**config.mk**
```make
export PLATFORM = sky130hd
export DESIGN_NAME = iprc_core
export DESIGN_NICKNAME = d
export VERILOG_FILES = /design/src/common/iprc_pkg.sv /design/src/rtl/iprc_arbiter.sv /design/src/rtl/iprc_frame_stack.sv /design/src/rtl/iprc_core.sv
export VERILOG_INCLUDE_DIRS = /design/src /design/src/common
export SDC_FILE = /design/constraint.sdc
export NUM_CORES = 1
export LEC_CHECK = 0
export ABC_CLOCK_PERIOD_IN_PS = 33600
export BUFFER_PORTS_ARGS = -buffer_cell sky130_fd_sc_hd__buf_2
export CAP_MARGIN = 20
export CORE_ASPECT_RATIO = 1.25
export CORE_MARGIN = 5
export CORE_UTILIZATION = 55
export CTS_CLUSTER_DIAMETER = 60
export DETAILED_ROUTE_END_ITERATION = 8
export MAX_ROUTING_LAYER = met4
export PLACE_DENSITY = 0.72
export SLEW_MARGIN = 20
export SYNTH_ARGS = -nofsm -noshare
export SYNTH_HDL_FRONTEND = slang
export SYNTH_SLANG_ARGS = --single-unit
```
**constraint.sdc**
```tcl
create_clock -name core_clk -period 33.6 [get_ports core_clk]
set_input_delay 8.4 -clock core_clk [delete_from_list [all_inputs] [get_ports core_clk]]
set_output_delay 8.4 -clock core_clk [all_outputs]
set_load 0.02 [all_outputs]
```
**src/common/iprc_regs.svh**
```systemverilog
// iprc_regs.svh: offsets, field positions, reset values and counts
// of the interrupt priority block; included by its design files
`ifndef IPRC_REGS_SVH
`define IPRC_REGS_SVH
// ----------------------------------------------------------------
// register indices on the plain register port
// ----------------------------------------------------------------
`define IPRC_A_PRIO_BASE 4'h0
`define IPRC_A_STATUS    4'h4
`define IPRC_A_CTRL1     4'h5
`define IPRC_A_SRL       4'h6
`define IPRC_A_PEND      4'h7
`define IPRC_A_ENAB      4'h8
// ----------------------------------------------------------------
// priority registers: implemented bits and reset values
// ----------------------------------------------------------------
`define IPRC_M_PRIO0 16'h0770
`define IPRC_M_PRIO1 16'h0770
`define IPRC_M_PRIO2 16'h7770
`define IPRC_M_PRIO3 16'h0777
`define IPRC_R_PRIO0 16'h0440
`define IPRC_R_PRIO1 16'h0440
`define IPRC_R_PRIO2 16'h4440
`define IPRC_R_PRIO3 16'h0444
`define IPRC_F_TOP 12
`define IPRC_F_HI  8
`define IPRC_F_MID 4
`define IPRC_F_LO  0
// ----------------------------------------------------------------
// control, status low byte, levels, vectors, sizes
// ----------------------------------------------------------------
`define IPRC_B_NEST_DIS 15
`define IPRC_B_TRAP0    0
`define IPRC_B_TRAP1    1
`define IPRC_M_CTRL1    16'h8003
`define IPRC_SRL_LVL    1
`define IPRC_TRAP0_LVL  4'hC
`define IPRC_TRAP1_LVL  4'hE
`define IPRC_MASK_MAX   4'h7
`define IPRC_TIMED_DISABLE_INSTR_MAX   4'h6
`define IPRC_VEC_BASE   7'h20
`define IPRC_VEC_TRAP0  7'h02
`define IPRC_VEC_TRAP1  7'h03
`define IPRC_NSRC       10
`define IPRC_NENT       12
`define IPRC_STK_DEPTH  4'h8
`endif

```
**src/common/iprc_pkg.sv**
```systemverilog
// iprc_pkg: types shared by the interrupt priority block
// assumes iprc_regs.svh is included by each user file
package iprc_pkg;
   typedef logic [3:0] iprc_level_t;
   typedef logic [6:0] iprc_vec_t;
   // context saved on each taken interrupt
   typedef struct packed {
      logic [15:0] pc;
      logic [7:0]  status_low_byte;
      iprc_level_t level;
   } iprc_frame_s;
   // registered arbitration result
   typedef struct packed {
      logic        valid;
      iprc_level_t level;
      iprc_vec_t   vec;
   } iprc_take_s;
   typedef enum logic {IPRC_ST_RUN, IPRC_ST_SETTLE} iprc_state_e;
endpackage

```
**src/rtl/iprc_arbiter.sv**
```systemverilog
// iprc_arbiter: picks the highest candidate level, lowest index on ties
// assumes a level of zero marks an ineligible candidate
`timescale 1ns/1ns
`include "iprc_regs.svh"
module iprc_arbiter
   import iprc_pkg::*;
(
   // candidates
   input  iprc_level_t [`IPRC_NENT-1:0] cand_level,
   // winner
   output logic [3:0]                   win_index,
   output iprc_level_t                  win_level,
   output logic                         win_valid
);
   always_comb begin
      win_index = 4'h0;
      win_level = 4'h0;
      for (int i = 0; i < `IPRC_NENT; i++) begin
         // strict compare keeps the lower index on a tie
         if (cand_level[i] > win_level) begin
            win_level = cand_level[i];
            win_index = 4'(i);
         end
      end
      win_valid = win_level != 4'h0;
   end
endmodule

```
**src/rtl/iprc_frame_stack.sv**
```systemverilog
// iprc_frame_stack: small context stack for nested interrupts
// assumes push and pop never arrive in the same cycle
`timescale 1ns/1ns
`include "iprc_regs.svh"
module iprc_frame_stack
   import iprc_pkg::*;
(
   // clock and reset
   input  logic        core_clk,
   input  logic        reset_n,
   // stack operations
   input  logic        push,
   input  logic        pop,
   input  iprc_frame_s push_frame,
   output iprc_frame_s top_frame,
   output logic        empty,
   output logic        full
);
   iprc_frame_s mem [8];
   logic [3:0]  ptr_r;

   assign empty = ptr_r == 4'h0;
   assign full = ptr_r == `IPRC_STK_DEPTH;
   assign top_frame = empty ? '0 : mem[3'(ptr_r - 4'h1)];

   always_ff @(posedge core_clk) begin
      if (!reset_n) begin
         ptr_r <= 4'h0;
      end else if (pop && !empty) begin
         ptr_r <= ptr_r - 4'h1;
      end else if (push && !full) begin
         ptr_r <= ptr_r + 4'h1;
      end
   end

   // storage needs no reset; empty masks stale entries
   always_ff @(posedge core_clk) begin
      if (push && !full && !pop) begin
         mem[ptr_r[2:0]] <= push_frame;
      end
   end
endmodule

```
**src/rtl/iprc_core.sv**
```systemverilog
// iprc_core: interrupt priority control, level tracking and context
// assumes the core acks only while irq_req is high, same clock domain
//
// How it works
// - field 111 is level 7, 000 disables
// - every priority field resets to level 4
// - unimplemented bits ignore writes, read zero
// - serial error fields at 10:8 and 6:4
// - dma7 at 6:4, dma6 at 2:0
// - status shows cpu level and vector
// - nesting disable bit 15 blocks user nesting, traps still nest
// - pending flag left set retakes interrupt
// - return restores pc, status byte, level
// - trap flag sticky until software clears
// - status byte level 7 masks users
// - traps at levels 12 and 14 masked only at cpu level >= own
// - timed disable masks levels 1 to 6
// - timed disable never blocks level 7
//
// Design decisions made here: the strobed register port and the address map.
`timescale 1ns/1ns
`include "iprc_regs.svh"
module iprc_core
   import iprc_pkg::*;
(
   // clock and reset
   input  logic                  core_clk,
   input  logic                  reset_n,
   // register port
   input  logic [3:0]            reg_addr,
   input  logic [15:0]           reg_wdata,
   input  logic                  reg_wr,
   input  logic                  reg_rd,
   output logic [15:0]           reg_rdata,
   // source and trap events
   input  logic [`IPRC_NSRC-1:0] src_event,
   input  logic [1:0]            trap_event,
   // interrupt request to the core
   output logic                  irq_req,
   output iprc_level_t           irq_level,
   output iprc_vec_t             irq_vector,
   input  logic                  irq_ack,
   input  logic [15:0]           ack_pc,
   // return from interrupt
   input  logic                  ret_req,
   output logic                  ret_valid,
   output logic [15:0]           ret_pc,
   // timed disable
   input  logic                  timed_disable_instr_start,
   input  logic [13:0]           timed_disable_instr_count,
   output logic                  timed_disable_instr_active
);
   localparam logic [15:0] PRIO_MASK [4] = '{`IPRC_M_PRIO0, `IPRC_M_PRIO1,
                                              `IPRC_M_PRIO2, `IPRC_M_PRIO3};
   localparam logic [15:0] PRIO_RST [4] = '{`IPRC_R_PRIO0, `IPRC_R_PRIO1,
                                             `IPRC_R_PRIO2, `IPRC_R_PRIO3};

   logic [15:0]                   prio_r [4];
   logic [3:0][15:0]              prio_all;
   logic                          nest_dis_r;
   logic [1:0]                    trap_r;
   logic [7:0]                    srl_r;
   logic [7:0]                    srl_view;
   iprc_level_t                   cpu_level_r;
   logic [`IPRC_NSRC-1:0]         pend_r;
   logic [`IPRC_NSRC-1:0]         enab_r;
   logic [13:0]                   timed_disable_instr_cnt_r;
   iprc_take_s                    best_r;
   logic [3:0]                    best_idx_r;
   iprc_state_e                   state_r;
   iprc_level_t [`IPRC_NENT-1:0]  cand;
   logic [3:0]                    win_idx;
   iprc_level_t                   win_lvl;
   logic                          win_valid;
   iprc_frame_s                   push_frame;
   iprc_frame_s                   top_frame;
   logic                          stk_empty;
   logic                          stk_full;
   logic                          take;
   logic                          ret;
   logic                          srl_wr;
   logic                          settle_ev;

   // ----------------------------------------------------------------
   // field decode
   // ----------------------------------------------------------------
   function automatic logic [2:0] src_prio(input logic [3:0][15:0] pr,
                                           input int idx);
      case (idx)
         0: src_prio = pr[0][`IPRC_F_HI +: 3];
         1: src_prio = pr[0][`IPRC_F_MID +: 3];
         2: src_prio = pr[1][`IPRC_F_HI +: 3];
         3: src_prio = pr[1][`IPRC_F_MID +: 3];
         4: src_prio = pr[2][`IPRC_F_TOP +: 3];
         5: src_prio = pr[2][`IPRC_F_HI +: 3];
         6: src_prio = pr[2][`IPRC_F_MID +: 3];
         7: src_prio = pr[3][`IPRC_F_HI +: 3];
         8: src_prio = pr[3][`IPRC_F_MID +: 3];
         9: src_prio = pr[3][`IPRC_F_LO +: 3];
         default: src_prio = 3'h0;
      endcase
   endfunction

   function automatic iprc_vec_t ent_vec(input logic [3:0] idx);
      if (idx == 4'(`IPRC_NSRC)) begin
         ent_vec = `IPRC_VEC_TRAP0;
      end else if (idx == 4'(`IPRC_NSRC + 1)) begin
         ent_vec = `IPRC_VEC_TRAP1;
      end else begin
         ent_vec = `IPRC_VEC_BASE + {3'h0, idx};
      end
   endfunction

   assign prio_all = {prio_r[3], prio_r[2], prio_r[1], prio_r[0]};
   assign srl_view = {srl_r[7:4], cpu_level_r[2:0], srl_r[0]};
   assign timed_disable_instr_active = timed_disable_instr_cnt_r != 14'h0;
   assign irq_req = best_r.valid && state_r == IPRC_ST_RUN && !stk_full;
   assign irq_level = best_r.level;
   assign irq_vector = best_r.vec;
   assign take = irq_ack && irq_req && !ret_req;
   assign ret = ret_req && !stk_empty;
   assign srl_wr = reg_wr && reg_addr == `IPRC_A_SRL;
   // anything that moves the level makes the registered winner stale
   assign settle_ev = take || ret || srl_wr || timed_disable_instr_start;
   assign push_frame = '{pc: ack_pc, status_low_byte: srl_view, level: cpu_level_r};

   // ----------------------------------------------------------------
   // priority registers
   // ----------------------------------------------------------------
   for (genvar g = 0; g < 4; g++) begin : g_prio
      always_ff @(posedge core_clk) begin
         if (!reset_n) begin
            prio_r[g] <= PRIO_RST[g];
         end else if (reg_wr && reg_addr == `IPRC_A_PRIO_BASE + 4'(g)) begin
            prio_r[g] <= reg_wdata & PRIO_MASK[g];
         end
      end
   end

   // ----------------------------------------------------------------
   // control, pending and enable registers
   // ----------------------------------------------------------------
   always_ff @(posedge core_clk) begin
      if (!reset_n) begin
         nest_dis_r <= 1'b0;
         trap_r <= 2'h0;
      end else begin
         if (reg_wr && reg_addr == `IPRC_A_CTRL1) begin
            nest_dis_r <= reg_wdata[`IPRC_B_NEST_DIS];
         end
         // software may only clear; a new trap wins the same cycle
         if (reg_wr && reg_addr == `IPRC_A_CTRL1) begin
            trap_r <= (trap_r & reg_wdata[`IPRC_B_TRAP1:`IPRC_B_TRAP0]) | trap_event;
         end else begin
            trap_r <= trap_r | trap_event;
         end
      end
   end

   // hardware never clears a flag: a flag left set is taken again
   always_ff @(posedge core_clk) begin
      if (!reset_n) begin
         pend_r <= '0;
      end else if (reg_wr && reg_addr == `IPRC_A_PEND) begin
         pend_r <= reg_wdata[`IPRC_NSRC-1:0] | src_event;
      end else begin
         pend_r <= pend_r | src_event;
      end
   end

   always_ff @(posedge core_clk) begin
      if (!reset_n) begin
         enab_r <= '0;
      end else if (reg_wr && reg_addr == `IPRC_A_ENAB) begin
         enab_r <= reg_wdata[`IPRC_NSRC-1:0];
      end
   end

   // ----------------------------------------------------------------
   // timed disable
   // ----------------------------------------------------------------
   always_ff @(posedge core_clk) begin
      if (!reset_n) begin
         timed_disable_instr_cnt_r <= 14'h0;
      end else if (timed_disable_instr_start) begin
         timed_disable_instr_cnt_r <= timed_disable_instr_count;
      end else if (timed_disable_instr_active) begin
         timed_disable_instr_cnt_r <= timed_disable_instr_cnt_r - 14'h1;
      end
   end

   // ----------------------------------------------------------------
   // candidates and arbitration
   // ----------------------------------------------------------------
   for (genvar i = 0; i < `IPRC_NSRC; i++) begin : g_src
      logic [2:0] p;
      logic       ok;
      assign p = src_prio(prio_all, i);
      // level 7 passes the timed disable
      assign ok = enab_r[i] && pend_r[i] && p != 3'h0 && {1'b0, p} > cpu_level_r
                  && !(timed_disable_instr_active && {1'b0, p} <= `IPRC_TIMED_DISABLE_INSTR_MAX);
      assign cand[i] = ok ? {1'b0, p} : 4'h0;
   end

   // traps sit above every maskable level
   assign cand[`IPRC_NSRC] = (trap_r[0] && `IPRC_TRAP0_LVL > cpu_level_r) ?
                             `IPRC_TRAP0_LVL : 4'h0;
   assign cand[`IPRC_NSRC+1] = (trap_r[1] && `IPRC_TRAP1_LVL > cpu_level_r) ?
                               `IPRC_TRAP1_LVL : 4'h0;

   iprc_arbiter u_arb (
      .cand_level (cand),
      .win_index  (win_idx),
      .win_level  (win_lvl),
      .win_valid  (win_valid)
   );

   always_ff @(posedge core_clk) begin
      if (!reset_n) begin
         best_r <= '0;
         best_idx_r <= 4'h0;
      end else begin
         best_r <= '{valid: win_valid, level: win_lvl,
                     vec: win_valid ? ent_vec(win_idx) : 7'h00};
         best_idx_r <= win_idx;
      end
   end

   always_ff @(posedge core_clk) begin
      if (!reset_n) begin
         state_r <= IPRC_ST_RUN;
      end else begin
         case (state_r)
            IPRC_ST_RUN: begin
               if (settle_ev) begin
                  state_r <= IPRC_ST_SETTLE;
               end
            end
            IPRC_ST_SETTLE: begin
               if (!settle_ev) begin
                  state_r <= IPRC_ST_RUN;
               end
            end
            default: state_r <= IPRC_ST_RUN;
         endcase
      end
   end

   // ----------------------------------------------------------------
   // cpu level, status byte and context stack
   // ----------------------------------------------------------------
   always_ff @(posedge core_clk) begin
      if (!reset_n) begin
         cpu_level_r <= 4'h0;
         srl_r <= 8'h00;
      end else if (ret) begin
         cpu_level_r <= top_frame.level;
         srl_r <= top_frame.status_low_byte;
      end else if (take) begin
         if (best_r.level > `IPRC_MASK_MAX || !nest_dis_r) begin
            cpu_level_r <= best_r.level;
         end else begin
            cpu_level_r <= `IPRC_MASK_MAX;
         end
      end else if (srl_wr) begin
         // or-ing 0x0E lifts the level to 7; a trap level keeps bit 3
         srl_r <= reg_wdata[7:0];
         cpu_level_r <= {cpu_level_r[3], reg_wdata[`IPRC_SRL_LVL +: 3]};
      end
   end

   iprc_frame_stack u_stack (
      .core_clk   (core_clk),
      .reset_n    (reset_n),
      .push       (take),
      .pop        (ret),
      .push_frame (push_frame),
      .top_frame  (top_frame),
      .empty      (stk_empty),
      .full       (stk_full)
   );

   always_ff @(posedge core_clk) begin
      if (!reset_n) begin
         ret_valid <= 1'b0;
         ret_pc <= 16'h0000;
      end else begin
         ret_valid <= ret;
         if (ret) begin
            ret_pc <= top_frame.pc;
         end
      end
   end

   // ----------------------------------------------------------------
   // register read
   // ----------------------------------------------------------------
   always_ff @(posedge core_clk) begin
      if (!reset_n) begin
         reg_rdata <= 16'h0000;
      end else if (reg_rd) begin
         case (reg_addr)
            4'h0, 4'h1, 4'h2, 4'h3: reg_rdata <= prio_r[reg_addr[1:0]];
            `IPRC_A_STATUS: reg_rdata <= {4'h0, cpu_level_r, 1'b0, best_r.vec};
            `IPRC_A_CTRL1: reg_rdata <= {nest_dis_r, 13'h0000, trap_r};
            `IPRC_A_SRL: reg_rdata <= {8'h00, srl_view};
            `IPRC_A_PEND: reg_rdata <= {6'h00, pend_r};
            `IPRC_A_ENAB: reg_rdata <= {6'h00, enab_r};
            default: reg_rdata <= 16'h0000;
         endcase
      end
   end

   // ----------------------------------------------------------------
   // checks
   // ----------------------------------------------------------------
   chk_prio_reset: assert property (@(posedge core_clk)
      !reset_n |=> prio_r[2] == 16'h4440 && prio_r[3] == 16'h0444)
      else $error("priority fields not preset to level 4");

   chk_unimp_zero: assert property (@(posedge core_clk) disable iff (!reset_n)
      reg_rd && reg_addr == 4'h3 |=> (reg_rdata & 16'hF888) == 16'h0000)
      else $error("unimplemented priority bits read nonzero");

   chk_zero_disables: assert property (@(posedge core_clk) disable iff (!reset_n)
      best_r.valid && best_idx_r < 4'hA |-> best_r.level != 4'h0 && best_r.level <= 4'h7)
      else $error("disabled or out of range source won");

   chk_strict_level: assert property (@(posedge core_clk) disable iff (!reset_n)
      irq_req |-> irq_level > cpu_level_r)
      else $error("request not above cpu level");

   chk_timed_disable_instr_mask: assert property (@(posedge core_clk) disable iff (!reset_n)
      irq_req && timed_disable_instr_active |-> irq_level >= 4'h7)
      else $error("timed disable let a low level through");

   chk_trap_unmask: assert property (@(posedge core_clk) disable iff (!reset_n)
      trap_r[1] && cpu_level_r < 4'hE && !settle_ev && !(reg_wr && reg_addr == 4'h5)
      |=> best_r.valid && best_r.level == 4'hE)
      else $error("trap was masked");

   chk_ret_restore: assert property (@(posedge core_clk) disable iff (!reset_n)
      ret |=> ret_valid && cpu_level_r == $past(top_frame.level) && ret_pc == $past(top_frame.pc))
      else $error("return did not restore context");

   chk_nest_level: assert property (@(posedge core_clk) disable iff (!reset_n)
      take && nest_dis_r && best_r.level <= 4'h7 |=> cpu_level_r == 4'h7 ##1 !irq_req)
      else $error("nesting disable did not raise level");

   chk_trap_sticky: assert property (@(posedge core_clk) disable iff (!reset_n)
      trap_r[0] && !(reg_wr && reg_addr == 4'h5) |=> trap_r[0])
      else $error("trap flag dropped without software clear");

   chk_status_map: assert property (@(posedge core_clk) disable iff (!reset_n)
      reg_rd && reg_addr == 4'h4 |=> reg_rdata[11:8] == $past(cpu_level_r))
      else $error("status register level mismatch");

   chk_srl_mask: assert property (@(posedge core_clk) disable iff (!reset_n)
      srl_wr && !take && !ret && reg_wdata[3:1] == 3'h7 && !cpu_level_r[3]
      |=> cpu_level_r == 4'h7)
      else $error("status byte write did not mask user levels");
endmodule

```
==> results of run 1 <==
## report_power, final
part | internal [W] | total [W] | switching (W) | leakage [nW]
clock | 0.000204 | 0.000346 | 0.000142 | 0.484
combinational | 0.000155 | 0.000371 | 0.000216 | 2.95
sequential | 0.000471 | 0.000514 | 0.0000430 | 2.88
total | 0.000830 | 0.00123 | 0.000401 | 6.31
## stage by stage
stage          hold WS (ns)  util [%]
3_5_place_dp          0.441      59.1
5_1_grt               0.480      62.8
3_3_place_gp          0.436      59.1
4_1_cts               0.450      62.7
2_1_floorplan         0.445         -
6_report              0.450      62.8
## logic make-up after synthesis
| group | count (synthesis) | synth area share [%] |
|---|---|---|
| fa+ha+maj | 64 | 5.16 |
| compound gates | 282 | 12.4 |
| buf+inv | 115 | 3.24 |
| xor+xnor | 14 | 0.790 |
| other cells | 1 | 0.0242 |
| flops | 324 | 56.6 |
| simple gates | 406 | 13.1 |
| mux | 64 | 8.74 |
## worst reg2reg max path: cells and delay by family (launching register included)
| family | cells | cell delay (ns) |
|---|---|---|
| compound gates | 26 | 6.72 |
| simple gates | 28 | 5.60 |
| fa+ha+maj | 10 | 2.54 |
| buf+inv | 2 | 0.51 |
| flops | 1 | 0.34 |
| mux | 1 | 0.22 |
## final cells by class
type	count	area, µm²	area share [%]
antenna	3	7.51	0.0431
clock buffer	41	833	4.79
clock inverter	15	183	1.05
inverter	45	169	0.970
multi-input combinational	832	6300	36.2
sequential	324	8790	50.5
tap	350	438	2.51
timing repair buffer	129	691	3.97
## registers in the layout, indices dropped and copies added, names as in the netlist
register                   count
best_r                         1
cpu_level_r                    4
enab_r                        10
irq_level                      4
irq_vector                     5
nest_dis_r                     1
pend_r                        10
prio_r                        30
reg_rdata                     16
ret_pc                        16
ret_valid                      1
srl_r                          5
state_r                        1
timed_disable_instr_cnt_r     14
trap_r                         2
u_stack.mem                  200
u_stack.ptr_r                  4
## cell usage in the layout, fill, tap and decap left out, types with 31 or more instances in the layout
cell and count:
nor2_1 87, edfxtp_1 230, buf_2 111, inv_1 43, nand3_1 36, mux4_2 56, clkbuf_16 31, ha_1 63
a21oi_1 92, nand2_1 112, a22oi_1 36, and2_1 46, dfxtp_1 93
## per-layer routing
metal | vias up | wire [µm] | global-route usage (%)
li1 | 5048 | - | -
met1 | 5355 | 14800 | 29.5
met2 | 376 | 21100 | 45.4
met3 | 90 | 1910 | 2.85
met4 | 0 | 1510 | 9.09
met5 | - | 0 | -
## worst paths after layout
kind / slack [ns] / endpoint / cells after the start / from
worst max register to register: 17.49 / best_r[11] / 67 / timed_disable_instr_cnt_r[2]
worst min register to register: 0.45 / ret_pc[11] / 2 / ret_pc[11]
worst max-delay path: 17.49 / best_r[11] / 67 / timed_disable_instr_cnt_r[2]
worst min-delay path: 0.45 / ret_pc[11] / 2 / ret_pc[11]
==> results.tsv, run 1 <==
stage	metric	value	unit
cts	clock_latency	0.55	ns
worst_setup_path	required	34.02	ns
cts	cts-root-buf	clkbuf_16	
synth	synth_most_common_cell	edfxtp_1	
floorplan	coreArea	0.0277	mm²
power_and_ir_drop	leakage	6.31	nW
placed_design	dp_slack	17.65	ns
synth	ys.flop_type	edfxtp_1	
cts	cts_hold_buf	0	
sta	finalCritPeriodShare	48.0	%
cts	cts_sinks	324	
sta	slew_violations	0	
drt	avgRoutedWirePerCell	22.6	µm
sta	rsz0062_at_grt	false	
final_layout	fillers	2120	
sta	max_freq	62.1	MHz
cts	cts_buffers	30	
cts	ctsResizeCount	0	
placed_design	io_buffers	111	
sta	period_minus_slack	16.11	ns
worst_setup_path	cp_num_buf_inv	2	
final_layout	layout.nets	1495	
sta	fin_setup_tns	0	ns
synth	yosysTopAreaCell	edfxtp_1	
placed_design	dp.cells	1680	
drt	drc_errors	0	
floorplan	die_y	198	µm
sta	slew_headroom	35.3	%
synth	ys_warn_count	0	
synth	synth_area_leaders	edfxtp_1, dfxtp_1, mux4_2	
synth	synth_enable_flop_cells	230	
cts	cts_tree	done	
min_path	hold_class	reg2reg	
final_layout	stdcell_area	0.0174	mm²
global_route	grt_pass1_vias	10800	
final_layout	drive_gt1_share	19.1	%
power_and_ir_drop	ir_drop	68.8	µV
sta	finClkSkew	0.0186	ns
cts	clk_pin_slew_worst_paths	0.06	ns
power_and_ir_drop	p_per_area	70.7	mW/mm²
global_route	grt_max_degree	84	
sta	tightest_slew	0.970	ns
worst_setup_path	setup.worst_path.class	reg2reg	
drt	wirelength	39300	µm
drt	ant_nets	0	
synth	ys_seq_elements	324	
flow_run	drv_cap	0	
placed_design	gp_congestion	0.993	
worst_setup_path	slowest_stage	or4_1	
synth	async_flop_share	0	%
placed_design	dp_hpwl	26700	µm
drt	vias	10900	
synth	ys_top_cells_by_count	edfxtp_1, nand2_1, dfxtp_1	
sta	setup_viol	0	
run_status	status	finished, final reports clean	
global_route	grt_pass1_wl	60900	µm
cts	clockBufferDepth	3	
floorplan	die_area	0.0317	mm²
synth	ys_seq_area_share	56.6	%
worst_setup_path	critPathTopFamily	compound AO/OA/AOI/OAI gates	
sta	hold_viol	0	
synth	synth.distinct_cells	73	
floorplan	initial_utilization	56.0	%
worst_setup_path	worstSetupStartpointType	flip-flop	
power_and_ir_drop	power	0.00123	W
worst_setup_path	critPathMaxStageDelay	0.68	ns
global_route	antenna_found_initial	2	
global_route	globalRoute.totalOverflow	0	
drt	drt_first_iter_violations	966	
floorplan	ios	115	
cts	ctsHtreeMaxLevel	1	
synth	synth.cell_area	0.0155	mm²
worst_setup_path	cp-end-kind	flip-flop	
drt	vias_per_cell	6.25	
synth	synth_top_area_share	44.5	%
cts	postCtsSetupBuffers	0	
global_route	grt_util_all_layers	25.3	%
worst_setup_path	arrival	16.53	ns
worst_setup_path	crit_fanout	25	
drt	dr.pass1.iters	6	
worst_setup_path	cp_common_cell	ha_1	
synth	avgSynthCellArea	12.2	µm²
final_layout	stdcell_count	1739	
final_layout	area.growth.synth_to_final	12.2	%
floorplan	fp-row-count	68	
sta	fin_ws	17.49	ns
placed_design	placed_cell_area	0.0164	mm²
synth	synthCells	1270	
floorplan	die-width	160	µm
Power figures use the tool's default switching activity.
==> run 2: changes to the inputs <==
ABC_AREA = 1   (was default)
ABC_CLOCK_PERIOD_IN_PS = 16400   (was 33600)
clock period = 16.4 ns   (was 33.6 ns; I/O delays follow)
==> results.tsv, run 2 <==
stage	metric	value	unit
cts	clk_pin_slew_worst_paths	0.06	ns
global_route	grt_pass1_wl	63800	µm
synth	yosysTopAreaCell	edfxtp_1	
sta	tightest_slew	1.08	ns
cts	ctsResizeCount	0	
placed_design	dp_hpwl	27800	µm
drt	vias	12300	
cts	postCtsSetupBuffers	0	
synth	ys_seq_area_share	56.3	%
synth	ys_warn_count	0	
flow_run	drv_cap	0	
synth	synth_top_area_share	44.3	%
power_and_ir_drop	ir_drop	108	µV
sta	max_freq	75.3	MHz
sta	slew_headroom	27.3	%
global_route	grt_max_degree	109	
worst_setup_path	arrival	13.73	ns
synth	ys.flop_type	edfxtp_1	
global_route	globalRoute.totalOverflow	0	
worst_setup_path	required	16.86	ns
floorplan	fp-row-count	69	
sta	period_minus_slack	13.28	ns
synth	synthCells	1660	
final_layout	final_common_cell	nand2_1	
final_layout	layout.nets	1887	
cts	clockBufferDepth	3	
cts	cts_tree	done	
sta	setup_viol	0	
synth	synth_most_common_cell	nand2_1	
drt	drc_errors	0	
worst_setup_path	cp_num_buf_inv	19	
worst_setup_path	r2r_start	cpu_level_r[2]	
worst_setup_path	cp-end-kind	flip-flop	
worst_setup_path	setup.worst_path.class	reg2reg	
sta	finClkSkew	0.0200	ns
cts	cts-root-buf	clkbuf_16	
worst_setup_path	worstSetupStartpointType	flip-flop	
cts	cts_buffers	34	
final_layout	drive_gt1_share	14.1	%
run_status	status	finished, final reports clean	
floorplan	die_y	198	µm
min_path	hp-start	reg_rdata[1]	
global_route	grt_pass1_vias	12000	
cts	clock_latency	0.52	ns
synth	ys_top_cells_by_count	nand2_1, edfxtp_1, inv_1	
cts	cts_hold_buf	0	
final_layout	fillers	2350	
final_layout	multiInputGateArea	0.00586	mm²
worst_setup_path	crit_fanout	12	
final_layout	layout_common_cells	nand2_1, edfxtp_1, inv_1	
placed_design	io_buffers	111	
final_layout	seq_area	0.00879	mm²
final_layout	diodes	0	
placed_design	placed_cell_area	0.0165	mm²
synth	async_flop_share	0	%
worst_setup_path	worstSetupStartpoint	cpu_level_r[2]	
floorplan	ios	115	
worst_setup_path	cp_common_cell	nand2_1	
global_route	antenna_found_initial	0	
floorplan	die-width	161	µm
drt	dr.pass1.iters	5	
sta	hold_viol	0	
final_layout	stdcell_area	0.0176	mm²
worst_setup_path	critPathTopFamily	compound AO/OA/AOI/OAI gates	
power_and_ir_drop	power	0.00273	W
synth	synth.distinct_cells	54	
power_and_ir_drop	leakage	7.15	nW
power_and_ir_drop	p_per_area	156	mW/mm²
floorplan	die_area	0.0319	mm²
worst_setup_path	critPathMaxStageDelay	0.59	ns
floorplan	coreArea	0.0282	mm²
synth	ys_seq_elements	324	
synth	synth.cell_area	0.0156	mm²
final_layout	fin_util	62.2	%
drt	avgRoutedWirePerCell	19.3	µm
floorplan	initial_utilization	55.3	%
final_layout	largest_reg_flops	200	
drt	ant_nets	0	
drt	wirelength	41200	µm
sta	rsz0062_at_grt	false	
sta	slew_violations	0	
cts	cts_sinks	324	
cts	ctsHtreeMaxLevel	2	
synth	synth_area_leaders	edfxtp_1, dfxtp_1, nand2_1	
synth	synth_enable_flop_cells	230	
worst_setup_path	slowest_stage	dfxtp_1	
synth	avgSynthCellArea	9.40	µm²
drt	vias_per_cell	5.77	
sta	fin_setup_tns	0	ns
min_path	hold_class	reg2reg	
final_layout	area.growth.synth_to_final	12.6	%
drt	drt_first_iter_violations	1020	
placed_design	gp_congestion	0.953	
sta	finalCritPeriodShare	81.0	%
sta	whs	0.461	ns
global_route	grt_util_all_layers	26.3	%
run 2: changes by cell type in the layout (fill, tap and decap cells not counted), moves of 16 or more:
cell / change
a21oi_1: -24
and2_1: -40
inv_1: +140
a22oi_1: -32
nand2_1: +171
nand3b_1: -16
and3_1: -17
o22ai_1: +54
nand3_1: +32
nor2_1: +90
nand2_2: +18
o21ai_0: +140
mux4_2: -56
run 2: cell families after synthesis:
group,count (synthesis),synth area share (%)
AO/OA/AOI/OAI,364,13.4
XOR/XNOR,10,0.561
adder cells (fa/ha/maj),64,5.13
buffers and inverters,263,6.59
flip-flops,324,56.3
multiplexers,1,0.0722
other,1,0.0240
AND/OR/NAND/NOR,633,17.9
run 2: final cells by class:
cell class / instances / share of cell area, %
multi-input combinational: 1074 / 33.3
clock inverter: 13 / 0.734
tap: 355 / 2.53
clock buffer: 47 / 5.36
sequential: 324 / 50.0
inverter: 191 / 4.08
timing repair buffer: 129 / 3.92
run 2: worst register-to-register path, delay by kind of cell, from the launching register on:
kind	cells	cell delay, ns
compound gates	22	3.84
buf+inv	19	2.13
simple gates	39	3.38
flops	1	0.59
fa+ha+maj	11	3.30
run 2: final timing paths:
path,slack (ns),cells past startpoint,endpoint
worst max-delay path,3.12,91,irq_vector[2]
worst min-delay path,0.46,2,reg_rdata[1]
worst max register to register,3.12,91,irq_vector[2]
worst min register to register,0.46,2,reg_rdata[1]
run 2: metal layers:
layer | vias to the layer above | global-route usage [%] | part of all wire [%]
met4 | 0 | 13.5 | 5.6
met5 | - | - | 0
met1 | 5869 | 30.1 | 39
li1 | 5895 | - | -
met2 | 428 | 45.1 | 49
met3 | 123 | 3.75 | 6.0
run 2: power breakdown:
group          leakage [nW]  total (W)  switching, W  internal [W]
Clock                 0.515   0.000744      0.000309      0.000435
Combinational          3.76   0.000963      0.000661      0.000302
Sequential             2.88    0.00103     0.0000620      0.000964
run 2: metrics by stage:
stage	worst slack, ns	std cells
after floorplan	5.19	1661
after global placement	3.68	2072
after detailed placement	3.26	2073
after CTS	3.16	2133
after global routing	1.52	2133
final	3.12	2133
